**src/debug_status_pkg.sv**
```systemverilog
package debug_status_pkg;

   // ----------------------------------------------------------------
   // register map (global addresses, full 24-bit address used for decode)
   // ----------------------------------------------------------------
   localparam logic [23:0] STATUS_ADDR   = 24'h7fff01;
   localparam logic [23:0] CCR_LOW_ADDR  = 24'h7fff06;

   // ----------------------------------------------------------------
   // status register field positions
   // ----------------------------------------------------------------
   localparam int ENABLE_BIT   = 7;
   localparam int ACTIVE_BIT   = 6;
   localparam int SDV_BIT      = 4;
   localparam int TRACE_BIT    = 3;
   localparam int DEBUG_CLOCK_SWITCH_BIT    = 2;
   localparam int UNSECURE_FLAG_BIT    = 1;
   localparam logic [7:0] STATUS_IMPL_MASK = 8'hde;

   // ----------------------------------------------------------------
   // reset values
   // ----------------------------------------------------------------
   localparam logic [7:0] CCR_LOW_RESET_SSC = 8'hd8;
   localparam logic [7:0] CCR_LOW_RESET_OTH = 8'h00;

   // ----------------------------------------------------------------
   // timing
   // ----------------------------------------------------------------
   localparam int CLK_SWITCH_WAIT_CYCLES = 150;

   // ----------------------------------------------------------------
   // types
   // ----------------------------------------------------------------
   typedef enum logic [1:0] {
      MODE_SPECIAL_SINGLE,
      MODE_EMULATION,
      MODE_OTHER
   } chip_mode_t;

   typedef enum logic [1:0] {
      LINK_CLK_OSC_BUS,
      LINK_CLK_ALTERNATE,
      LINK_CLK_PLL_BUS
   } link_clk_sel_t;

   typedef struct packed {
      logic        valid;
      logic        write;
      logic        hw_cmd;
      logic        fw_exit;
      logic [23:0] addr;
      logic [7:0]  wdata;
   } reg_access_t;

   typedef struct packed {
      logic cmd_received;
      logic data_shifted;
      logic trace_start;
      logic go_resume;
   } cmd_events_t;

endpackage : debug_status_pkg

```
**src/link_clock_select.sv**
```systemverilog
`timescale 1ns/10ps
`default_nettype none

module link_clock_select
   import debug_status_pkg::*;
(
   input  wire logic   i_pll_select,
   input  wire logic   i_clock_switch,
   output link_clk_sel_t o_sel
);

   always_comb begin
      if (!i_pll_select) begin
         o_sel = LINK_CLK_OSC_BUS;
      end else if (!i_clock_switch) begin
         o_sel = LINK_CLK_ALTERNATE;
      end else begin
         o_sel = LINK_CLK_PLL_BUS;
      end
   end

endmodule : link_clock_select

`default_nettype wire

```
**src/sync_2ff.sv**
```systemverilog
`timescale 1ns/10ps
`default_nettype none

module sync_2ff #(
   parameter int WIDTH = 1
) (
   input  wire logic             i_clk,
   input  wire logic             i_resetn,
   input  wire logic [WIDTH-1:0] i_async,
   output logic      [WIDTH-1:0] o_sync
);

   logic [WIDTH-1:0] meta_q;
   logic [WIDTH-1:0] sync_q;

   always_ff @(posedge i_clk or negedge i_resetn) begin
      if (!i_resetn) begin
         meta_q <= '0;
         sync_q <= '0;
      end else begin
         meta_q <= i_async;
         sync_q <= meta_q;
      end
   end

   assign o_sync = sync_q;

endmodule : sync_2ff

`default_nettype wire

```
**src/background_debug_status_regs.sv**
```systemverilog
// Function
// enable gates activation; hardware commands still allowed
// firmware sets enable in special mode; hardware otherwise
// secured: hold enable, block emulation operations
// entry sets active, maps firmware table
// active cleared only by firmware exit store
// set data valid after data phase
// clear data valid on command or exit
// trace set on single step until go
// clock switch writable by hardware command only
// host waits 150 link clocks after switch
// link clock chosen from select and switch
// link fully synchronised to alternate clock
// acknowledge uses new clock rate immediately
// emulation reset sets clock switch
// unsecure clear on secure entry, firmware writes
// erase pass sets unsecure, else stays clear
// unsecure reads state; permits security writes
// unchanged security bits resecure at reset
// entry copies condition codes low byte
// holding resets 0xd8 special, zero otherwise
// holding reached only by debug when unsecured
// registers reachable only by debug register commands
// status bits 5 and 0 read zero
// active writes ignored except firmware exit
`timescale 1ns/10ps
`default_nettype none

module background_debug_status_regs
   import debug_status_pkg::*;
(
   input  wire logic        i_clk,
   input  wire logic        i_resetn,
   input  wire chip_mode_t  i_mode,
   input  wire logic        i_secured,
   input  wire logic        i_pll_select,
   input  wire reg_access_t i_acc,
   input  wire cmd_events_t i_evt,
   input  wire logic        i_enter_debug,
   input  wire logic [7:0]  i_ccr_low,
   input  wire logic        i_erase_done,
   input  wire logic        i_erase_pass,
   output logic [7:0]       o_rdata,
   output logic             o_rvalid,
   output logic [7:0]       o_status,
   output logic [7:0]       o_ccr_restore,
   output logic             o_debug_active,
   output logic             o_firmware_mapped,
   output logic             o_secure_table_on,
   output logic             o_ops_blocked,
   output logic             o_sec_bits_writable,
   output logic             o_activate_refused,
   output logic [1:0]       o_link_clk_sel
);

   // ----------------------------------------------------------------
   // straps caught after reset release
   // ----------------------------------------------------------------
   // mode and security come from pins and are synchronised before use;
   // async reset leaves every flop at a constant, straps load three cycles later
   logic [1:0]    mode_s;
   logic          init_q,  init_d;
   logic          mode_ssc, mode_emu, secured;
   logic          erase_done_s, erase_pass_s;

   sync_2ff #(.WIDTH(5)) u_sync (
      .i_clk    (i_clk),
      .i_resetn (i_resetn),
      .i_async  ({i_mode, i_secured, i_erase_done, i_erase_pass}),
      .o_sync   ({mode_s, secured, erase_done_s, erase_pass_s})
   );

   assign mode_ssc = (mode_s == MODE_SPECIAL_SINGLE);
   assign mode_emu = (mode_s == MODE_EMULATION);

   // ----------------------------------------------------------------
   // state
   // ----------------------------------------------------------------
   logic       enable_q,   enable_d;
   logic       active_q,   active_d;
   logic       sdv_q,      sdv_d;
   logic       trace_q,    trace_d;
   logic       debug_clock_switch_q,    debug_clock_switch_d;
   logic       unsecure_flag_q,    unsecure_flag_d;
   logic       sectab_q,   sectab_d;
   logic       erase_seen_q, erase_seen_d;
   logic [7:0] ccrl_q,     ccrl_d;
   logic [7:0] rdata_q,    rdata_d;
   logic       rvalid_q,   rvalid_d;
   logic       refused_q,  refused_d;
   logic [1:0] ready_q,    ready_d;

   function automatic logic hits(input reg_access_t a, input logic [23:0] adr);
      hits = a.valid && (a.addr == adr);
   endfunction : hits

   logic          access_ok;
   logic          wr_status, wr_ccrl, wr_unsecure_flag;
   logic          unsecured;
   link_clk_sel_t link_sel;
   logic [7:0]    status_view;

   // registers answer only while the device is unsecured or the erase
   // check has released it
   assign unsecured = !secured || unsecure_flag_q;
   assign access_ok = unsecured && !(mode_emu && secured);  // see
   assign wr_status = access_ok && i_acc.write && hits(i_acc, STATUS_ADDR);
   assign wr_ccrl   = access_ok && i_acc.write && hits(i_acc, CCR_LOW_ADDR);
   assign wr_unsecure_flag  = sectab_q && mode_ssc && !i_acc.hw_cmd && i_acc.write
                      && hits(i_acc, STATUS_ADDR);

   always_comb begin
      status_view = 8'h00;
      status_view[ENABLE_BIT] = enable_q;
      status_view[ACTIVE_BIT] = active_q;
      status_view[SDV_BIT]    = sdv_q;
      status_view[TRACE_BIT]  = trace_q;
      status_view[DEBUG_CLOCK_SWITCH_BIT]  = debug_clock_switch_q;
      status_view[UNSECURE_FLAG_BIT]  = unsecure_flag_q;
      status_view = status_view & STATUS_IMPL_MASK;
   end

   // ----------------------------------------------------------------
   // next state
   // ----------------------------------------------------------------
   always_comb begin
      init_d       = 1'b1;
      enable_d     = enable_q;
      active_d     = active_q;
      sdv_d        = sdv_q;
      trace_d      = trace_q;
      debug_clock_switch_d      = debug_clock_switch_q;
      unsecure_flag_d      = unsecure_flag_q;
      sectab_d     = sectab_q;
      erase_seen_d = erase_seen_q;
      ccrl_d       = ccrl_q;
      rdata_d      = rdata_q;
      rvalid_d     = 1'b0;
      refused_d    = 1'b0;
      ready_d      = ready_q;

      if (!init_q) begin
         // first three cycles after release: mode dependent reset values
         ready_d  = {ready_q[0], 1'b1};
         enable_d = mode_emu && !secured;                       // see
         active_d = mode_ssc;
         debug_clock_switch_d  = mode_emu;
         unsecure_flag_d  = 1'b0;                                       // see
         sectab_d = mode_ssc && secured;
         ccrl_d   = mode_ssc ? CCR_LOW_RESET_SSC : CCR_LOW_RESET_OTH;
         init_d   = ready_q[1];
      end else begin
         // special mode firmware enables when unsecured or once erase check is done
         if (mode_ssc && !enable_q && (!secured || erase_seen_q)) begin
            enable_d = 1'b1;                                    // see
         end
         if (mode_ssc && secured && erase_done_s && !erase_seen_q) begin
            erase_seen_d = 1'b1;
            if (erase_pass_s) begin
               unsecure_flag_d  = 1'b1;
               sectab_d = 1'b0;
            end
         end

         // activation
         if (i_enter_debug) begin
            if (enable_q && access_ok) begin
               active_d = 1'b1;                                 // see
               ccrl_d   = i_ccr_low;
            end else begin
               refused_d = 1'b1;
            end
         end

         // shift data valid: set wins over clear in one cycle
         if (i_evt.cmd_received || (active_q && !active_d)) begin
            sdv_d = 1'b0;
         end
         if (i_evt.go_resume) begin
            trace_d = 1'b0;
         end

         // register writes
         if (wr_status) begin
            enable_d = i_acc.wdata[ENABLE_BIT];
            if (i_acc.hw_cmd) begin
               debug_clock_switch_d = i_acc.wdata[DEBUG_CLOCK_SWITCH_BIT];                // see
            end
            if (i_acc.fw_exit && !i_acc.wdata[ACTIVE_BIT]) begin
               active_d = 1'b0;                                 // see
               sdv_d    = 1'b0;
            end
         end
         if (wr_unsecure_flag) begin
            unsecure_flag_d = i_acc.wdata[UNSECURE_FLAG_BIT];
         end
         if (wr_ccrl) begin
            ccrl_d = i_acc.wdata;                               // see
         end

         if (i_evt.data_shifted) begin
            sdv_d = 1'b1;
         end
         if (i_evt.trace_start) begin
            trace_d = 1'b1;
         end

         // reads
         if (i_acc.valid && !i_acc.write) begin
            rvalid_d = 1'b1;
            if (!access_ok) begin
               rdata_d = 8'h00;
            end else if (hits(i_acc, STATUS_ADDR)) begin
               rdata_d = status_view;                           // see
            end else if (hits(i_acc, CCR_LOW_ADDR)) begin
               rdata_d = ccrl_q;
            end else begin
               rdata_d = 8'h00;
            end
         end
      end
   end

   // ----------------------------------------------------------------
   // registers
   // ----------------------------------------------------------------
   always_ff @(posedge i_clk or negedge i_resetn) begin
      if (!i_resetn) begin
         init_q       <= 1'b0;
         ready_q      <= 2'b00;
         enable_q     <= 1'b0;
         active_q     <= 1'b0;
         sdv_q        <= 1'b0;
         trace_q      <= 1'b0;
         debug_clock_switch_q      <= 1'b0;
         unsecure_flag_q      <= 1'b0;
         sectab_q     <= 1'b0;
         erase_seen_q <= 1'b0;
         ccrl_q       <= 8'h00;
         rdata_q      <= 8'h00;
         rvalid_q     <= 1'b0;
         refused_q    <= 1'b0;
      end else begin
         init_q       <= init_d;
         ready_q      <= ready_d;
         enable_q     <= enable_d;
         active_q     <= active_d;
         sdv_q        <= sdv_d;
         trace_q      <= trace_d;
         debug_clock_switch_q      <= debug_clock_switch_d;
         unsecure_flag_q      <= unsecure_flag_d;
         sectab_q     <= sectab_d;
         erase_seen_q <= erase_seen_d;
         ccrl_q       <= ccrl_d;
         rdata_q      <= rdata_d;
         rvalid_q     <= rvalid_d;
         refused_q    <= refused_d;
      end
   end

   // ----------------------------------------------------------------
   // link clock selection
   // ----------------------------------------------------------------
   // the select follows the written switch in the same cycle so the
   // acknowledge of that write already runs at the new rate; the link
   // itself resynchronises to whichever clock is chosen
   logic pll_sel_s;
   logic [1:0] link_sel_q;

   sync_2ff #(.WIDTH(1)) u_pll_sync (
      .i_clk    (i_clk),
      .i_resetn (i_resetn),
      .i_async  (i_pll_select),
      .o_sync   (pll_sel_s)
   );

   link_clock_select u_clock_select_reg (
      .i_pll_select   (pll_sel_s),
      .i_clock_switch (debug_clock_switch_d),
      .o_sel          (link_sel)                                // see
   );

   always_ff @(posedge i_clk or negedge i_resetn) begin
      if (!i_resetn) begin
         link_sel_q <= 2'b00;
      end else begin
         link_sel_q <= 2'(link_sel);
      end
   end

   // ----------------------------------------------------------------
   // outputs
   // ----------------------------------------------------------------
   logic [7:0] status_q;
   logic [7:0] restore_q;
   logic       mapped_q, sectab_out_q, blocked_q, secw_q, act_out_q;

   always_ff @(posedge i_clk or negedge i_resetn) begin
      if (!i_resetn) begin
         status_q     <= 8'h00;
         restore_q    <= 8'h00;
         mapped_q     <= 1'b0;
         sectab_out_q <= 1'b0;
         blocked_q    <= 1'b0;
         secw_q       <= 1'b0;
         act_out_q    <= 1'b0;
      end else begin
         status_q     <= status_view;
         restore_q    <= ccrl_q;
         act_out_q    <= active_q;
         mapped_q     <= active_q;                              // see
         sectab_out_q <= sectab_q;
         blocked_q    <= !access_ok;
         secw_q       <= unsecure_flag_q;
      end
   end

   assign o_rdata             = rdata_q;
   assign o_rvalid            = rvalid_q;
   assign o_status            = status_q;
   assign o_ccr_restore       = restore_q;
   assign o_debug_active      = act_out_q;
   assign o_firmware_mapped   = mapped_q;
   assign o_secure_table_on   = sectab_out_q;
   assign o_ops_blocked       = blocked_q;
   assign o_sec_bits_writable = secw_q;
   assign o_activate_refused  = refused_q;
   assign o_link_clk_sel      = link_sel_q;

endmodule : background_debug_status_regs

`default_nettype wire

```
**config.mk**
```make
export PLATFORM = sky130hd
export DESIGN_NAME = background_debug_status_regs
export DESIGN_NICKNAME = d
export VERILOG_FILES = /design/src/debug_status_pkg.sv /design/src/link_clock_select.sv /design/src/sync_2ff.sv /design/src/background_debug_status_regs.sv
export SDC_FILE = /design/constraint.sdc
export NUM_CORES = 1
export LEC_CHECK = 0
export CAP_MARGIN = 20
export CORE_MARGIN = 5
export CORE_UTILIZATION = 59
export CTS_BUF_LIST = sky130_fd_sc_hd__clkbuf_4
export DETAILED_ROUTE_END_ITERATION = 8
export DONT_BUFFER_PORTS = 1
export PLACE_DENSITY = 0.78
export SLEW_MARGIN = 0
export SYNTH_ARGS = -nofsm -noshare
export SYNTH_HDL_FRONTEND = slang
export SYNTH_HIERARCHICAL = 1
export SYNTH_SLANG_ARGS = --single-unit
```
**constraint.sdc**
```tcl
create_clock -name i_clk -period 1.85 [get_ports i_clk]
set_input_delay 0.185 -clock i_clk [delete_from_list [all_inputs] [get_ports i_clk]]
set_output_delay 0.185 -clock i_clk [all_outputs]
set_load 0.005 [all_outputs]
```
==> impl_metrics.toml <==
[yosys]
yosysUniqueCellTypes = 48
async_flop_share_pct = 100
synth_seq_cells = 59
synth_warnings = 6
yosysSeqAreaShare_pct = 61.1
syn_area_um2 = 2420
synth_top_area_share_pct = 61.1
synth_top_cell_by_area = "dfrtp_1"
yosys-top-cells-area = "dfrtp_1 61%, nand2_1 2.8%, mux2_2 2.3%, a211oi_1 2.2%, mux2i_1 2.1%"
dominantRegCellSynth = "dfrtp_1"
syn_inst = 203
synth_edf_count = 0
avgSynthCellArea_um2 = 11.9

[die]
coreArea_um2 = 3970
die_w_um = 74.0
start_util_pct = 60.8
io_pins = 90
die_area_um2 = 5470
rows = 23
die_y_um = 74.0

[global_routing]
antenna_found_initial = 0
gr-usage-met1_pct = 26.2
grt_use_met3_pct = 7.70
first_global_vias = 1766
grt_max_degree = 60
grt_pass1_wl_mm = 8.66
top_usage_layer = "met2"
grt_util_all_layers_pct = 21.7
overflow = 0
use_met2_pct = 35.0

[sta]
finClkSkew_ns = 0.0105
fin_crit_sh_pct = 92.3
fin_crit_ns = 1.71
setup_violations = 0
slew_viol_final = 0
timing.hold.ws_ns = 0.0301
fin_setup_tns_ns = 0
rsz0062_at_grt = "false"
hold_viol_final = 0
fmax_mhz = 586

[hold_path]
min_path_cells = 2
hold_class = "in -> reg"

[finish]
nets = 284
drive_gt1_share_pct = 19.0
area_growth_pct = 14.6
mostFrequentLayoutCells = "59 x dfrtp_1, 18 x nand2_1, 15 x dlygate4sd3_1"
antenna_cells = 0
layout.cells.most_common = "dfrtp_1"
instances_no_fill = 281
fin_area_um2 = 2770

[detailed_routing]
wl_per_cell_um = 19.5
avgViaCountPerCell = 6.14
drtAntennaViolNets = 0
route.detailed.drc = 0
vias = 1725
drt-total-wl_mm = 5.47
drt_iter0_markers = 130
drtPass1Iterations = 5

[power]
pwr-share-clk_pct = 32.8
p_int_mw = 1.97
p_switching_uw = 646
seqPwrFrac_pct = 57.3
p_total_mw = 2.61
ir_drop_mv = 0.617
combPwrFrac_pct = 9.9
swShare_pct = 24.7
leakagePower_nw = 1.21
p_per_area_nw_per_um2 = 944

[clock_network]
cts_tree = "built"
root_buffer = "clkbuf_4"
cts.clk_slew.worst_paths_ns = 0.09
clk_path_buf_depth = 2
clk_latency_ns = 0.39
cts.htree.levels = 3
post_cts_buffers = 0
numCtsBuffers = 9
cts_sinks = 59

[outcome]
status = "finished clean"

[run]
maxCapViolCount = 0

[placed_design]
dpl_cell_area_um2 = 2460
port_buffers = 0
detailed_place_hpwl_mm = 3.96
gp_congestion = 0.831
dp_cells = 250

[worst_setup_path]
cp_slowest_stage_delay_ns = 0.40
arrival_ns = 1.97
critPathLaunchType = "flop"
cpMaxStageDelayCell = "dfrtp_1"
worstSetupPathType = "reg -> reg"
cp_max_fo = 6
critical_path_required_ns = 2.11
crit_chain = "nor2b_4 > o21ai_2 > buf_4 > nand4_1 > nor3_1 > a211oi_2"
r2r_cells = 6
endpoint_kind = "flop"
cell families after synthesis:
family          after synthesis  synth area share [%]
compound gates               38                  11.4
buf+inv                      20                  4.82
flops                        59                  61.1
mux                          10                  4.40
other cells                   1                 0.155
simple gates                 75                  18.1
per-layer routing:
metal	share of wire, %	vias to the layer above
met5	0	-
met2	50	87
li1	-	768
met1	38	848
met3	9.5	22
met4	2.7	0
worst max-delay path, delay by kind of cell, from the launching register on:
family,cells,cell delay (ns)
DFF,1,0.40
buffers and inverters,1,0.19
and+or+nand+nor,3,0.71
AOI/OAI and AO/OA,2,0.28
what timing repair did:
item,4_1_cts,5_1_grt
endpoints found under the setup margin,0,3
resized for setup,0,2
hold buffers,16,0
hold endpoints to repair,72,0
synthesized netlist by cell type (all sizes together) (3+ instances only):
library cell,number
nor2,13
a211oi,8
nand2,19
nor3,8
buf,8
clkbuf,5
and2,3
dfrtp,59
inv,7
o21ai,14
and3,3
a22oi,5
nand3,7
nand4,7
mux2i,5
mux2,5
final cells by class:
type	count	area [um2]
flip-flops and latches	59	1480
fillers	294	1200
multi-input cells	125	832
repair buffers	25	245
clock buffers	11	82.6
well taps	50	62.6
clock inverters	4	42.5
inverters	7	26.3
path summary, 6_finish.rpt:
check | startpoint | end | slack [ns]
worst min register to register | u_sync/meta_q[0] | u_sync/o_sync[0] | 0.35
max in group asynchronous | i_resetn | u_sync/meta_q[0] | 1.30
worst max register to register | u_sync/o_sync[3] | ccrl_q[7] | 0.14
min in group asynchronous | i_resetn | o_rdata[6] | 0.30
worst min-delay path | i_acc[33] | debug_clock_switch_q | 0.03
worst max-delay path | u_sync/o_sync[3] | ccrl_q[7] | 0.14
sequential cells by signal, indices dropped and copies added (netlist names), 2 cells and up:
name            cells
o_rdata             8
o_link_clk_sel      2
ready_q             2
ccrl_q              8
o_ccr_restore       8
o_status            6
u_sync/o_sync       5
u_sync/meta_q       5
per-stage QoR:
stage          utilization [%]  worst slack, ns
2_1_floorplan                -           0.0717
3_3_place_gp              61.9            0.140
3_5_place_dp              61.9           0.0907
4_1_cts                   69.6           0.0888
5_1_grt                   69.7           0.0178
6_report                  69.7            0.143
power by group through the flow:
stage / combinational [mW] / sequential, mW / clock [mW]
after floorplan: 0.163 / 1.49 / 0
after global placement: 0.187 / 1.52 / 0
after detailed placement: 0.199 / 1.52 / 0
after CTS: 0.258 / 1.50 / 0.867
after global routing: 0.291 / 1.52 / 0.922
final: 0.259 / 1.50 / 0.857
(Power assumes the default switching activity.)
